[src/hdl/rsd_consts.vh]
// constants for the radio status registers and debug output multiplexer
`ifndef RSD_CONSTS_VH
`define RSD_CONSTS_VH

// register offsets on the radio register space
`define RSD_ADDR_SIGNAL_STRENGTH  16'hDF3A
`define RSD_ADDR_RADIO_FSM_STATE  16'hDF3B
`define RSD_ADDR_PACKET_STATUS    16'hDF3C
`define RSD_ADDR_OSC_CAL_TEST     16'hDF3D
// registers of this block's own
`define RSD_ADDR_DEBUG_OUT0_CFG   16'hDF40
`define RSD_ADDR_DEBUG_OUT1_CFG   16'hDF41
`define RSD_ADDR_DEBUG_OUT2_CFG   16'hDF42
`define RSD_ADDR_IRQ_STATUS       16'hDF43
`define RSD_ADDR_IRQ_MASK         16'hDF44

// packet status bit positions
`define RSD_PKT_CRC_OK   7
`define RSD_PKT_CS       6
`define RSD_PKT_PQT      5
`define RSD_PKT_CCA      4
`define RSD_PKT_SFD      3

// debug config fields: selector in 5:0, inversion in 6
`define RSD_CFG_INV      6
`define RSD_CFG_RESET    8'h2F

// selector codes
`define RSD_SEL_PQT      6'h08
`define RSD_SEL_CCA      6'h09
`define RSD_SEL_LOCK     6'h0A
`define RSD_SEL_SCLK     6'h0B
`define RSD_SEL_SDATA    6'h0C
`define RSD_SEL_ADATA    6'h0D
`define RSD_SEL_CS       6'h0E
`define RSD_SEL_CRC      6'h0F
`define RSD_SEL_ADC_IQ   6'h10
`define RSD_SEL_DEMOD    6'h11
`define RSD_SEL_ZERO     6'h2F

// state codes
`define RSD_ST_RX        5'h0D
`define RSD_ST_RX_RST    5'h0F
`define RSD_ST_RX_OVF    5'h11
`define RSD_ST_TX_UNF    5'h16
`define RSD_ST_MAX       5'h16

// interrupt status bits
`define RSD_IRQ_CRC      0
`define RSD_IRQ_SFD      1
`define RSD_IRQ_OVF      2
`define RSD_IRQ_UNF      3

`endif

[src/hdl/rsd_status_mux.v]
// radio status registers, debug output multiplexer and event interrupt
//
// Functional notes
// - signal strength register reads the full 8-bit strength value.
// - state register bits 4:0 give state code, bits 7:5 read zero.
// - codes 0x0D..0x16: receive, switches, overflow, transmit, underflow.
// - packet status bits 7..3 hold crc, carrier, preamble, clear, delimiter.
// - crc pass set on match, cleared on entering or restarting receive.
// - 8-bit read-only oscillator calibration value for test use.
// - each debug pin routes a signal chosen by a 6-bit selector.
// - selector 8 drives preamble quality reached.
// - selector 9 drives clear channel, per configured mode.
// - selector 11 drives serial clock; data changes on its falling edge.
// - selector 13 drives received data transparently, no clock.
// - selector 14 drives carrier sense.
// - selector 15 drives the crc pass flag.
// - selector 16 serial i/q samples; 17 filter and gain signals.
// - selector 47 drives low; inversion gives constant high.
//
// Chosen here: the strobed register port.
`timescale 1ns/100ps
`default_nettype none
`include "rsd_consts.vh"

module rsd_status_mux #(
    parameter ADDR_W = 16,
    parameter NUM_OUT = 3
) (
    input  wire         clock_i,
    input  wire         sys_rst_i,
    // register port
    input  wire [ADDR_W-1:0] addr_i,
    input  wire [7:0]   wdata_i,
    input  wire         wr_i,
    input  wire         rd_i,
    output reg  [7:0]   rdata_o,
    // radio core status
    input  wire [7:0]   signal_strength_i,
    input  wire [4:0]   fsm_state_code_i,
    input  wire [7:0]   osc_cal_test_value_i,
    input  wire         crc_check_done_i,
    input  wire         crc_match_i,
    input  wire         carrier_sense_i,
    input  wire         preamble_quality_reached_i,
    input  wire         clear_channel_i,
    input  wire         frame_delimiter_found_i,
    input  wire         lock_detect_i,
    input  wire         serial_clk_en_i,
    input  wire         serial_data_i,
    input  wire         async_data_i,
    input  wire         adc_iq_serial_i,
    input  wire         demod_debug_i,
    // debug pins and interrupt
    output reg  [2:0]   debug_out_o,
    output reg          irq_o
);

    ////////////////////////////////////////////////////////////////////////
    // selector decode, shared by all outputs
    function sel_value;
        input [5:0] sel;
        input [13:0] sig;
        begin
            case (sel)
                `RSD_SEL_PQT:    sel_value = sig[0];
                `RSD_SEL_CCA:    sel_value = sig[1];
                `RSD_SEL_LOCK:   sel_value = sig[2];
                `RSD_SEL_SCLK:   sel_value = sig[3];
                `RSD_SEL_SDATA:  sel_value = sig[4];
                `RSD_SEL_ADATA:  sel_value = sig[5];
                `RSD_SEL_CS:     sel_value = sig[6];
                `RSD_SEL_CRC:    sel_value = sig[7];
                `RSD_SEL_ADC_IQ: sel_value = sig[8];
                `RSD_SEL_DEMOD:  sel_value = sig[9];
                `RSD_SEL_ZERO:   sel_value = 1'b0;
                default:         sel_value = 1'b0;
            endcase
        end
    endfunction

    ////////////////////////////////////////////////////////////////////////
    // state and flags
    reg [7:0] cfg [0:2];
    reg       crc_ok;
    reg [7:0] pkt_status;
    reg [3:0] irq_status;
    reg [3:0] irq_mask;
    reg [4:0] prev_state;
    reg       prev_sfd;
    reg       serial_clk;
    reg       serial_data;
    reg       serial_data_pending;

    wire enter_rx;
    wire [3:0] events;
    wire [13:0] sigs;
    wire [2:0] next_debug_out;

    // entering rx or passing through the restart state clears crc pass
    assign enter_rx = ((fsm_state_code_i == `RSD_ST_RX) &&
                       (prev_state != `RSD_ST_RX)) ||
                      (fsm_state_code_i == `RSD_ST_RX_RST);

    // hardware events for the sticky status register
    assign events = {(fsm_state_code_i == `RSD_ST_TX_UNF) &&
                     (prev_state != `RSD_ST_TX_UNF),
                     (fsm_state_code_i == `RSD_ST_RX_OVF) &&
                     (prev_state != `RSD_ST_RX_OVF),
                     frame_delimiter_found_i & ~prev_sfd,
                     crc_check_done_i & crc_match_i};

    assign sigs = {4'h0, demod_debug_i, adc_iq_serial_i, crc_ok,
                   carrier_sense_i, async_data_i, serial_data, serial_clk,
                   lock_detect_i, clear_channel_i,
                   preamble_quality_reached_i};

    ////////////////////////////////////////////////////////////////////////
    // crc flag and edge history
    always @(posedge clock_i) begin
        if (sys_rst_i) begin
            crc_ok     <= 1'b0;
            prev_state <= 5'h00;
            prev_sfd   <= 1'b0;
        end else begin
            prev_state <= fsm_state_code_i;
            prev_sfd   <= frame_delimiter_found_i;
            if (enter_rx)
                crc_ok <= 1'b0;
            else if (crc_check_done_i)
                crc_ok <= crc_match_i;
        end
    end

    // packet status snapshot, low bits stay zero
    always @(posedge clock_i) begin
        if (sys_rst_i) begin
            pkt_status <= 8'h00;
        end else begin
            pkt_status <= {crc_ok, carrier_sense_i,
                           preamble_quality_reached_i, clear_channel_i,
                           frame_delimiter_found_i, 3'h0};
        end
    end

    ////////////////////////////////////////////////////////////////////////
    // serial clock: data launched at the enable, clock falls there too,
    // rises one cycle later, so data is stable at every rising edge
    always @(posedge clock_i) begin
        if (sys_rst_i) begin
            serial_clk          <= 1'b0;
            serial_data         <= 1'b0;
            serial_data_pending <= 1'b0;
        end else if (serial_clk_en_i) begin
            serial_clk          <= 1'b0;
            serial_data         <= serial_data_i;
            serial_data_pending <= 1'b1;
        end else if (serial_data_pending) begin
            serial_clk          <= 1'b1;
            serial_data_pending <= 1'b0;
        end
    end

    ////////////////////////////////////////////////////////////////////////
    // writable registers and sticky interrupt status; set wins over clear
    always @(posedge clock_i) begin
        if (sys_rst_i) begin
            cfg[0]     <= `RSD_CFG_RESET;
            cfg[1]     <= `RSD_CFG_RESET;
            cfg[2]     <= `RSD_CFG_RESET;
            irq_status <= 4'h0;
            irq_mask   <= 4'h0;
        end else begin
            if (wr_i && addr_i == `RSD_ADDR_DEBUG_OUT0_CFG)
                cfg[0] <= {1'b0, wdata_i[6:0]};
            if (wr_i && addr_i == `RSD_ADDR_DEBUG_OUT1_CFG)
                cfg[1] <= {1'b0, wdata_i[6:0]};
            if (wr_i && addr_i == `RSD_ADDR_DEBUG_OUT2_CFG)
                cfg[2] <= {1'b0, wdata_i[6:0]};
            if (wr_i && addr_i == `RSD_ADDR_IRQ_MASK)
                irq_mask <= wdata_i[3:0];
            if (wr_i && addr_i == `RSD_ADDR_IRQ_STATUS)
                irq_status <= (irq_status & ~wdata_i[3:0]) | events;
            else
                irq_status <= irq_status | events;
        end
    end

    ////////////////////////////////////////////////////////////////////////
    // debug outputs, one mux per pin, polarity applied last; the pins are
    // registered in one process so the vector keeps a single driver
    genvar g;
    generate
        for (g = 0; g < NUM_OUT; g = g + 1) begin : gen_out
            assign next_debug_out[g] = sel_value(cfg[g][5:0], sigs) ^
                                       cfg[g][`RSD_CFG_INV];
        end
    endgenerate

    // debug pin register
    always @(posedge clock_i) begin
        if (sys_rst_i)
            debug_out_o <= 3'h0;
        else
            debug_out_o <= next_debug_out;
    end

    // interrupt level from registered status and mask
    always @(posedge clock_i) begin
        if (sys_rst_i)
            irq_o <= 1'b0;
        else
            irq_o <= |(irq_status & irq_mask);
    end

    ////////////////////////////////////////////////////////////////////////
    // read port, data in the cycle after the strobe; unmapped reads zero
    always @(posedge clock_i) begin
        if (sys_rst_i) begin
            rdata_o <= 8'h00;
        end else if (rd_i) begin
            case (addr_i)
                `RSD_ADDR_SIGNAL_STRENGTH:
                    rdata_o <= signal_strength_i;
                `RSD_ADDR_RADIO_FSM_STATE:
                    rdata_o <= {3'h0, fsm_state_code_i};
                `RSD_ADDR_PACKET_STATUS:   rdata_o <= pkt_status;
                `RSD_ADDR_OSC_CAL_TEST:
                    rdata_o <= osc_cal_test_value_i;
                `RSD_ADDR_DEBUG_OUT0_CFG: rdata_o <= cfg[0];
                `RSD_ADDR_DEBUG_OUT1_CFG: rdata_o <= cfg[1];
                `RSD_ADDR_DEBUG_OUT2_CFG: rdata_o <= cfg[2];
                `RSD_ADDR_IRQ_STATUS:     rdata_o <= {4'h0, irq_status};
                `RSD_ADDR_IRQ_MASK:       rdata_o <= {4'h0, irq_mask};
                default:                  rdata_o <= 8'h00;
            endcase
        end else begin
            rdata_o <= 8'h00;
        end
    end

endmodule

`default_nettype wire

[config.mk]
export PLATFORM = sky130hd
export DESIGN_NAME = rsd_status_mux
export DESIGN_NICKNAME = d
export VERILOG_FILES = /design/src/hdl/rsd_status_mux.v
export VERILOG_INCLUDE_DIRS = /design/src /design/src/hdl
export SDC_FILE = /design/constraint.sdc
export NUM_CORES = 1
export LEC_CHECK = 0
export BUFFER_PORTS_ARGS = -buffer_cell sky130_fd_sc_hd__buf_2
export CAP_MARGIN = 20
export CORE_MARGIN = 2
export CORE_UTILIZATION = 57
export DETAILED_ROUTE_END_ITERATION = 7
export GPL_TIMING_DRIVEN = 0
export PLACE_DENSITY = 0.82
export SLEW_MARGIN = 10
export SYNTH_ARGS = -nofsm -noshare
export SYNTH_HDL_FRONTEND = slang
export SYNTH_SLANG_ARGS = --single-unit
[constraint.sdc]
create_clock -name clock_i -period 6.2 [get_ports clock_i]
set_clock_uncertainty 0.2 [all_clocks]
set_input_delay 1.24 -clock clock_i [delete_from_list [all_inputs] [get_ports clock_i]]
set_output_delay 1.24 -clock clock_i [all_outputs]
set_load 0.01 [all_outputs]
* After elaboration in Yosys (flattened, before gate mapping) *
Memories as Yosys holds them, arrays and structs flattened.
Index checks and enable logic that the tools add are counted.

word-level totals
  logic and storage cells = 108
  bits in writable memories = 21
  output and inout bits = 12
  input bits = 61
  register bits = 38
  memories kept = 1

operators by class
  reduce and logical (&&, ||, !) cells = 13
  multiplexer cells = 20
  bitwise logic cells = 15
  equal/unequal tests = 46

memory list
  name  words  bits a word  rd ports  clocked after memory_dff  write ports  RTL line             source
  cfg   3      7            3         0                         3            rsd_status_mux.v:83  reg [7:0] cfg [0:2];

operators with widths
  cell                                                                     number
  16-bit == test, second input constant                                    9
  6-bit by 4-bit == test with 1-bit output, second input constant          24
  8-bit one-hot mux with 9 select lines                                    1
  6-bit by 5-bit == test with 1-bit output, second input constant          6
  1-bit one-hot mux with 10 select lines                                   3
  7-bit two-way mux                                                        3
  1-bit two-way mux                                                        12
  5-bit by 4-bit == test with 1-bit output, second input constant          2
  5-bit == test, second input constant                                     2
  5-bit inequality test, second input constant                             2
  4-bit AND                                                                2
  1-bit logical AND                                                        8
  4-bit OR                                                                 2
  2-bit OR reduction                                                       3
  5-bit by 4-bit inequality test with 1-bit output, second input constant  1
  4-bit two-way mux                                                        1
  4-bit inverter                                                           1
  4-bit OR reduction                                                       1
  1-bit OR                                                                 3
  1-bit XOR                                                                3
  1-bit AND                                                                2
  1-bit inverter                                                           2
  1-bit logical OR                                                         1

* Logic depth before layout (Yosys ltp) *
Gate-level depths: netlist of run 1.

  depth in word-level cells = 6
  mapped depth = 6
  depth with buffers taken out = 4

* Worst setup path after synthesis of run 1 *
No wires, ideal clock.

  path kind = input port to flip-flop
  start = input port addr_i[13]
  end = memory cfg[0][0] (netlist bit), enable pin
  setup time = 393 ps
  setup slack = 2642 ps
  data arrival time = 2965 ps
  cell stages on the path = 4
  required time = 5607 ps
  path buffers = 1
  cells stage by stage = nand4b_1 or4_1 buf_2 o41ai_1

RTL lines
  item             RTL line             source
  start, declared  rsd_status_mux.v:32  input wire [ADDR_W-1:0] addr_i,
  end, declared    rsd_status_mux.v:83

==> summary.txt, run 1 <==
Final layout
  • Share of layout cells above drive strength 1: 0.276
  • Core Util, Final: 0.695
  • Area grow syn2layout: 19.6%
  • Nets: 429
  • Fillers: roughly 400
  • Diodes inserted: 0

Clock tree
  • TritonCTS clock tree: yes
  • H-Tree Level Count: 2
  • Post-CTS sizing: 0
  • Clock buffer depth: 2
  • Clk sinks: 55
  • CTS buffer count: 5
  • Setup bufs post-CTS: 0
  • Root Buffer: clkbuf_8
  • Hold_buf cts: 0
  • Clock Latency Late Sink: between 300 and 400 ps
  • Clk pin slew, worst setup/hold paths: 100 ps

Routing
  • Routed Antenna Nets: 0
  • Routed WL: 8.28 mm
  • Drc violations: 0
  • Drt first pass iters: 5
  • WL/cell: about 19 um
  • Via count: around 2.8k
  • Via density: about 6.3
  • First DRT Iteration DRCs: 287

Synth
  • Syn_area_per_cell: 10.1 sq um
  • Mapped cell area: slightly below 0.003 sq mm
  • EDFF count, synth: 21
  • Synth Instances: 290
  • Share of synthesized registers carrying an async set or reset: 0
  • Seq cells post-synth: 55
  • Sequential area share after synthesis: 0.448
  • Synth warn: 0
  • Top_reg_cell synth: dfxtp_1
  • Mapped Nets: 351
  • Synth cell types: 50

Floorplanning
  • Width of the chip: ~76 um
  • Rows: 26
  • I/O pins: between 70 and 80
  • Core Area: slightly above 0.005 sq mm
  • Die area: 0.00573 sq mm
  • Starting Density: 0.581
  • Die height: between 70 and 80 um

STA
  • Final hold viol count: 0
  • Tightest Pin Transition: 672 ps
  • Fin crit period: 3580 ps
  • Count of final max-slew check failures: 0
  • Period utilization: 0.577
  • Post-route setup TNS: 0 ps
  • Max_slew headroom: 0.552
  • Setup violators final: 0
  • Unrepaired setup endpoints after global routing: no
  • Hold WS: between 200 and 300 ps
  • F_max: 0.280 GHz

Power
  • NetSw: 188 uW
  • Flop pwr share: 0.544
  • Overall power: about 750 uW
  • Power density over the cells: 213 mW/mm^2
  • Leak pwr: 1.40 nW
  • Power Internal: 558 uW
  • IR Drop Worst-Case VDD: 0.178 mV
  • Clock power share: 0.325
  • Comb pwr share: 0.131
  • Sw frac: 0.252

Flow run
  • Max cap viols: 0

Worst setup path
  • Crit path from: addr_i[4]
  • Setup slack, reg-to-reg: 3970 ps
  • End of the critical path: cfg[0][20]
  • RR Startpoint: cfg[0][8]
  • Startpoint types: primary input
  • Max FO, Critical Path: 10
  • Reg2reg end: debug_out_o[1]
  • Worst Path Required: 5980 ps
  • CP Capture Type: flop
  • R2R cell count: 4
  • Critical Path AT: 3360 ps
  • Critical path class: in2reg

Placed design
  • IO Port Bufs: 69
  • Gpl congestion: 0.905
  • DP HPWL: 6.29 mm

Global routing
  • Grt ovf: 0
  • GRT Util Overall: 0.302
  • Vias in the first global route: roughly 2.6k
  • Initial antenna violation count: 0
  • Largest net degree at the start of global routing: 18
  • First-pass GRT wire length: about 13 mm

Outcome
  • Status: completed

Hold path
  • Hold WC Path Type: reg2reg
  • Hold depth: 2
## cell families after synthesis
| logic type | Yosys count | synth area share |
|---|---|---|
| compound gates | 58 | 0.138 |
| simple gates | 122 | 0.250 |
| buf+inv | 28 | 0.0376 |
| flops | 55 | 0.448 |
| mux | 27 | 0.126 |
## stage by stage
step                cell area (sq um)  instances  setup slack, ps
finish                           3500        439             2620
CTS                              3500        439             2700
detailed placement               3390        431             2370
global route                     3500        439             2480
floorplan                        2930        290             2640
global placement                 3360        429             1830
## layout make-up
| type | instances | area (sq um) | area share |
|---|---|---|---|
| Multi-Input combinational cell | 207 | 1520 | 0.434 |
| Clock buffer | 5 | 68.8 | 0.0196 |
| Clock inverter | 3 | 42.5 | 0.0121 |
| Buffer | 14 | 57.6 | 0.0164 |
| Timing Repair Buffer | 71 | 360 | 0.103 |
| Inverter | 14 | 52.6 | 0.0150 |
| Sequential cell | 55 | 1310 | 0.374 |
| Tap cell | 70 | 87.6 | 0.0250 |
## cell usage after synthesis, drive strengths merged, types with 5 or more instances
library cell,count,area [sq um]
inv,14,52.6
edfxtp,21,631
and3,7,43.8
a21oi,10,50.1
clkbuf,10,37.5
nor2,11,41.3
and2,6,37.5
mux4,7,165
nor2b,14,87.6
mux2i,17,170
a31oi,9,56.3
nand4,12,75.1
nand2,13,48.8
nor3,8,45.0
nand3,21,105
o21ai,9,45.0
dfxtp,34,681
o41ai,5,43.8
## power by group through the flow
stage | clock, mW | combinational, mW | sequential [mW]
after floorplan | 0 | 0.0542 | 0.408
after global placement | 0 | 0.0915 | 0.412
after detailed placement | 0 | 0.0953 | 0.413
after CTS | 0.242 | 0.0959 | 0.405
after global routing | 0.253 | 0.105 | 0.407
final | 0.243 | 0.0976 | 0.405
## registers in the layout (all words and copies together) (netlist names)
signal and count:
serial_clk 1, prev_state 5, irq_o 1, irq_mask 4, debug_out_o 3, cfg 21, pkt_status 5, serial_data 1
rdata_o 8, irq_status 4, crc_ok 1, serial_data_pending 1
## how the worst min path moves through the flow
stage	startpoint	end	slack, ps
floorplan	serial_data_pending	serial_clk	240
global placement	serial_data_pending	serial_clk	260
detailed placement	irq_status[2]	irq_status[2]	270
finish	serial_data_pending	serial_clk	290
global route	irq_status[2]	irq_status[2]	310
CTS	irq_status[2]	irq_status[2]	280
## worst max-delay path, cell delays in order
cell	delay [ps]
buf_2	110
nor4b_1	440
clkbuf_1	330
nand3_1	300
nor2_1	510
a21o_1	420
## placed cells by master (no fill, tap or decap), drive strengths merged, types with 5 or more instances in the layout
master	netlist	routed
nor2b	14	14
nand4	12	12
nor2	11	11
and2	6	6
mux4	7	7
nand3	21	21
inv	14	15
edfxtp	21	21
and3	7	7
nand2	13	13
o21ai	9	9
clkbuf	10	15
dfxtp	34	34
buf	4	75
nor3	8	8
o41ai	5	5
mux2i	17	17
a21oi	10	10
a31oi	9	9
## per-layer routing
layer | vias up | GRT usage | wire length (um) | part of all wire
met1 | 1297 | 0.405 | 3410 | 0.41
li1 | 1285 | - | - | -
met4 | 0 | 0.111 | 206 | 0.025
met5 | - | 0 | 0 | 0
met2 | 178 | 0.498 | 3950 | 0.48
met3 | 22 | 0.0489 | 721 | 0.087
No activity file was read; power rests on OpenSTA's default activity.
==> run 2: changes to the inputs <==
--- a/config.mk
+++ b/config.mk
@@ -9,10 +9,10 @@
 export BUFFER_PORTS_ARGS = -buffer_cell sky130_fd_sc_hd__buf_2
 export CAP_MARGIN = 20
 export CORE_MARGIN = 2
-export CORE_UTILIZATION = 57
+export CORE_UTILIZATION = 53
 export DETAILED_ROUTE_END_ITERATION = 7
 export GPL_TIMING_DRIVEN = 0
-export PLACE_DENSITY = 0.82
+export PLACE_DENSITY = 0.77
 export SLEW_MARGIN = 10
 export SYNTH_ARGS = -nofsm -noshare
 export SYNTH_HDL_FRONTEND = slang
==> constraint.sdc (replaced) <==
create_clock -name clock_i -period 3.54 [get_ports clock_i]
set_clock_uncertainty 0.2 [all_clocks]
set_input_delay 0.708 -clock clock_i [delete_from_list [all_inputs] [get_ports clock_i]]
set_output_delay 0.708 -clock clock_i [all_outputs]
set_load 0.01 [all_outputs]
==> run 2 against run 1 <==
Non-clock buffer count stayed put. Power increased by 71%. Sequential share of layout area about the same. Routed wire length shrank 4.1%. Combinational power rose by 73%. Critical path depth stayed put. Critical endpoint is now cfg[0][15].
==> summary.txt, run 2 (same netlist as run 1, synthesis figures left out) <==
Worst setup path
  • Worst Path Buf+Inv: 2
  • Critical path class: in2reg
  • CP top delay family: simple AND/OR/NAND/NOR gates
  • RR Startpoint: cfg[0][8]
  • Reg2reg end: debug_out_o[1]
  • Crit path from: addr_i[4]
  • Setup slack, reg-to-reg: around 1300 ps
  • Startpoint types: primary input
  • CP Capture Type: flop
  • R2R cell count: 4
  • Largest stage delay on the critical path: 540 ps
  • CP cell instances: buf_2, nor4b_1, clkbuf_1, nand3_1, nor2_1, a21o_1
  • Worst-path cell with the longest stage delay: nor2_1
  • Max FO, Critical Path: 10
  • Worst Path Required: around 3300 ps
  • Critical Path AT: around 2800 ps

Final layout
  • Area grow syn2layout: 19.7%
  • Top Registers: cfg x21, rdata_o x8
  • Footprint of the multi-input gates: 0.00152 sq mm
  • Final Instance Area: 0.00350 sq mm
  • Most common cell after layout, fill and taps aside: buf_2
  • Share of layout cells above drive strength 1: 0.279
  • Register area: 0.00131 sq mm
  • Commonest cells after routing, fill and taps aside: 73 x buf_2, 34 x dfxtp_1, 21 x nand3_1, 21 x edfxtp_1, 17 x mux2i_1
  • Nets: between 400 and 500
  • Diodes inserted: 0
  • Fillers: 471
  • Largest reg by FF count: cfg
  • Max reg flops: 21

Clock tree
  • H-Tree Level Count: 2
  • TritonCTS clock tree: yes
  • Post-CTS sizing: 0
  • Clk pin slew, worst setup/hold paths: 100 ps
  • Setup bufs post-CTS: 0
  • Hold_buf cts: 0
  • Clock Latency Late Sink: 310 ps
  • Clk sinks: 55
  • Clock buffer depth: 2
  • CTS buffer count: 5
  • Root Buffer: clkbuf_8

Power
  • IR Drop Worst-Case VDD: 0.260 mV
  • Overall power: around 1.3 mW
  • Power density over the cells: 364 mW/mm^2
  • Leak pwr: 1.40 nW

Flow run
  • Max cap viols: 0

STA
  • Count of final max-slew check failures: 0
  • Final hold viol count: 0
  • Tightest Pin Transition: 644 ps
  • Period utilization: 0.845
  • Worst setup margin: 548 ps
  • F_max: roughly 0.33 GHz
  • Unrepaired setup endpoints after global routing: no
  • Hold WS: between 200 and 300 ps
  • Max_slew headroom: 0.571
  • Setup violators final: 0
  • Fin crit period: 2990 ps

Hold path
  • Worst Hold Launch: serial_data_pending
  • Hold depth: 2
  • Hold WC Path Type: reg2reg
  • Worst Hold Endpoint: serial_clk

Placed design
  • DP HPWL: 6.21 mm
  • Gpl congestion: approximately 0.95
  • Placed Instance Area: 0.00339 sq mm
  • Post-Place Setup Slack: approximately 270 ps
  • IO Port Bufs: 69

Floorplanning
  • Rows: 27
  • I/O pins: 73
  • Width of the chip: about 78 um
  • Die area: 0.00613 sq mm
  • Starting Density: 0.542
  • Die height: 78.3 um
  • Core Area: 0.00541 sq mm

Routing
  • Drt first pass iters: 5
  • Routed WL: roughly 8 mm
  • First DRT Iteration DRCs: 254
  • Drc violations: 0
  • Routed Antenna Nets: 0
  • Via density: between 6 and 7
  • WL/cell: 18.0 um
  • Via count: 2,675

Global routing
  • First-pass GRT wire length: about 12 mm
  • Vias in the first global route: 2,444
  • Grt ovf: 0
  • Largest net degree at the start of global routing: 19
  • Initial antenna violation count: 0
  • GRT Util Overall: 0.262

Outcome
  • Status: completed
==> run 2: changes by cell type in the layout (fill, tap and decap cells not counted) <==
cell       before  now
clkbuf_16       0    1
clkinv_1        1    0
bufinv_16       1    0
clkinv_4        0    1
==> run 2: cell type report <==
class,count,area share
Buffer,14,0.0164
Sequential cell,55,0.374
Tap cell,72,0.0257
Inverter,14,0.0150
Clock inverter,2,0.00500
Timing Repair Buffer,71,0.103
Multi-Input combinational cell,207,0.434
Clock buffer,6,0.0268
==> run 2: metal layers <==
metal  global-route usage  vias to the layer above  part of all wire
met1                0.373                     1244              0.44
met3               0.0322                       12             0.081
li1                     -                     1273                 -
met2                0.424                      146              0.47
met4               0.0754                        0             0.018
met5                    0                        -                 0
==> run 2: worst max path at each step <==
stage	end	slack, ps	cells after the start
finish	cfg[0][15]	550	6
global route	cfg[0][14]	410	6
CTS	cfg[0][20]	610	6
detailed placement	cfg[0][17]	270	6
global placement	cfg[0][3]	-340	5
floorplan	cfg[0][0]	510	4
==> run 2: stage by stage <==
| step | setup TNS, ps | cells | util |
|---|---|---|---|
| 2_1_floorplan | 0 | 290 | - |
| 3_3_place_gp | -4260 | 431 | 0.622 |
| 3_5_place_dp | 0 | 433 | 0.628 |
| 4_1_cts | 0 | 441 | 0.648 |
| 5_1_grt | 0 | 441 | 0.648 |
| 6_report | 0 | 441 | 0.648 |
==> run 2: power breakdown <==
group	internal [mW]	switching (mW)	leakage (nW)	total [mW]
Clock	0.186	0.212	0.0569	0.398
Sequential	0.682	0.0262	0.487	0.709
Combinational	0.0828	0.0867	0.855	0.169
Total	0.952	0.325	1.40	1.28
==> run 2: worst reg2reg max path, delay by kind of cell, from the launching register on <==
kind | cells | cell delay, ps
DFF | 1 | 480
and+or+nand+nor | 3 | 1190
AOI/OAI and AO/OA | 1 | 250
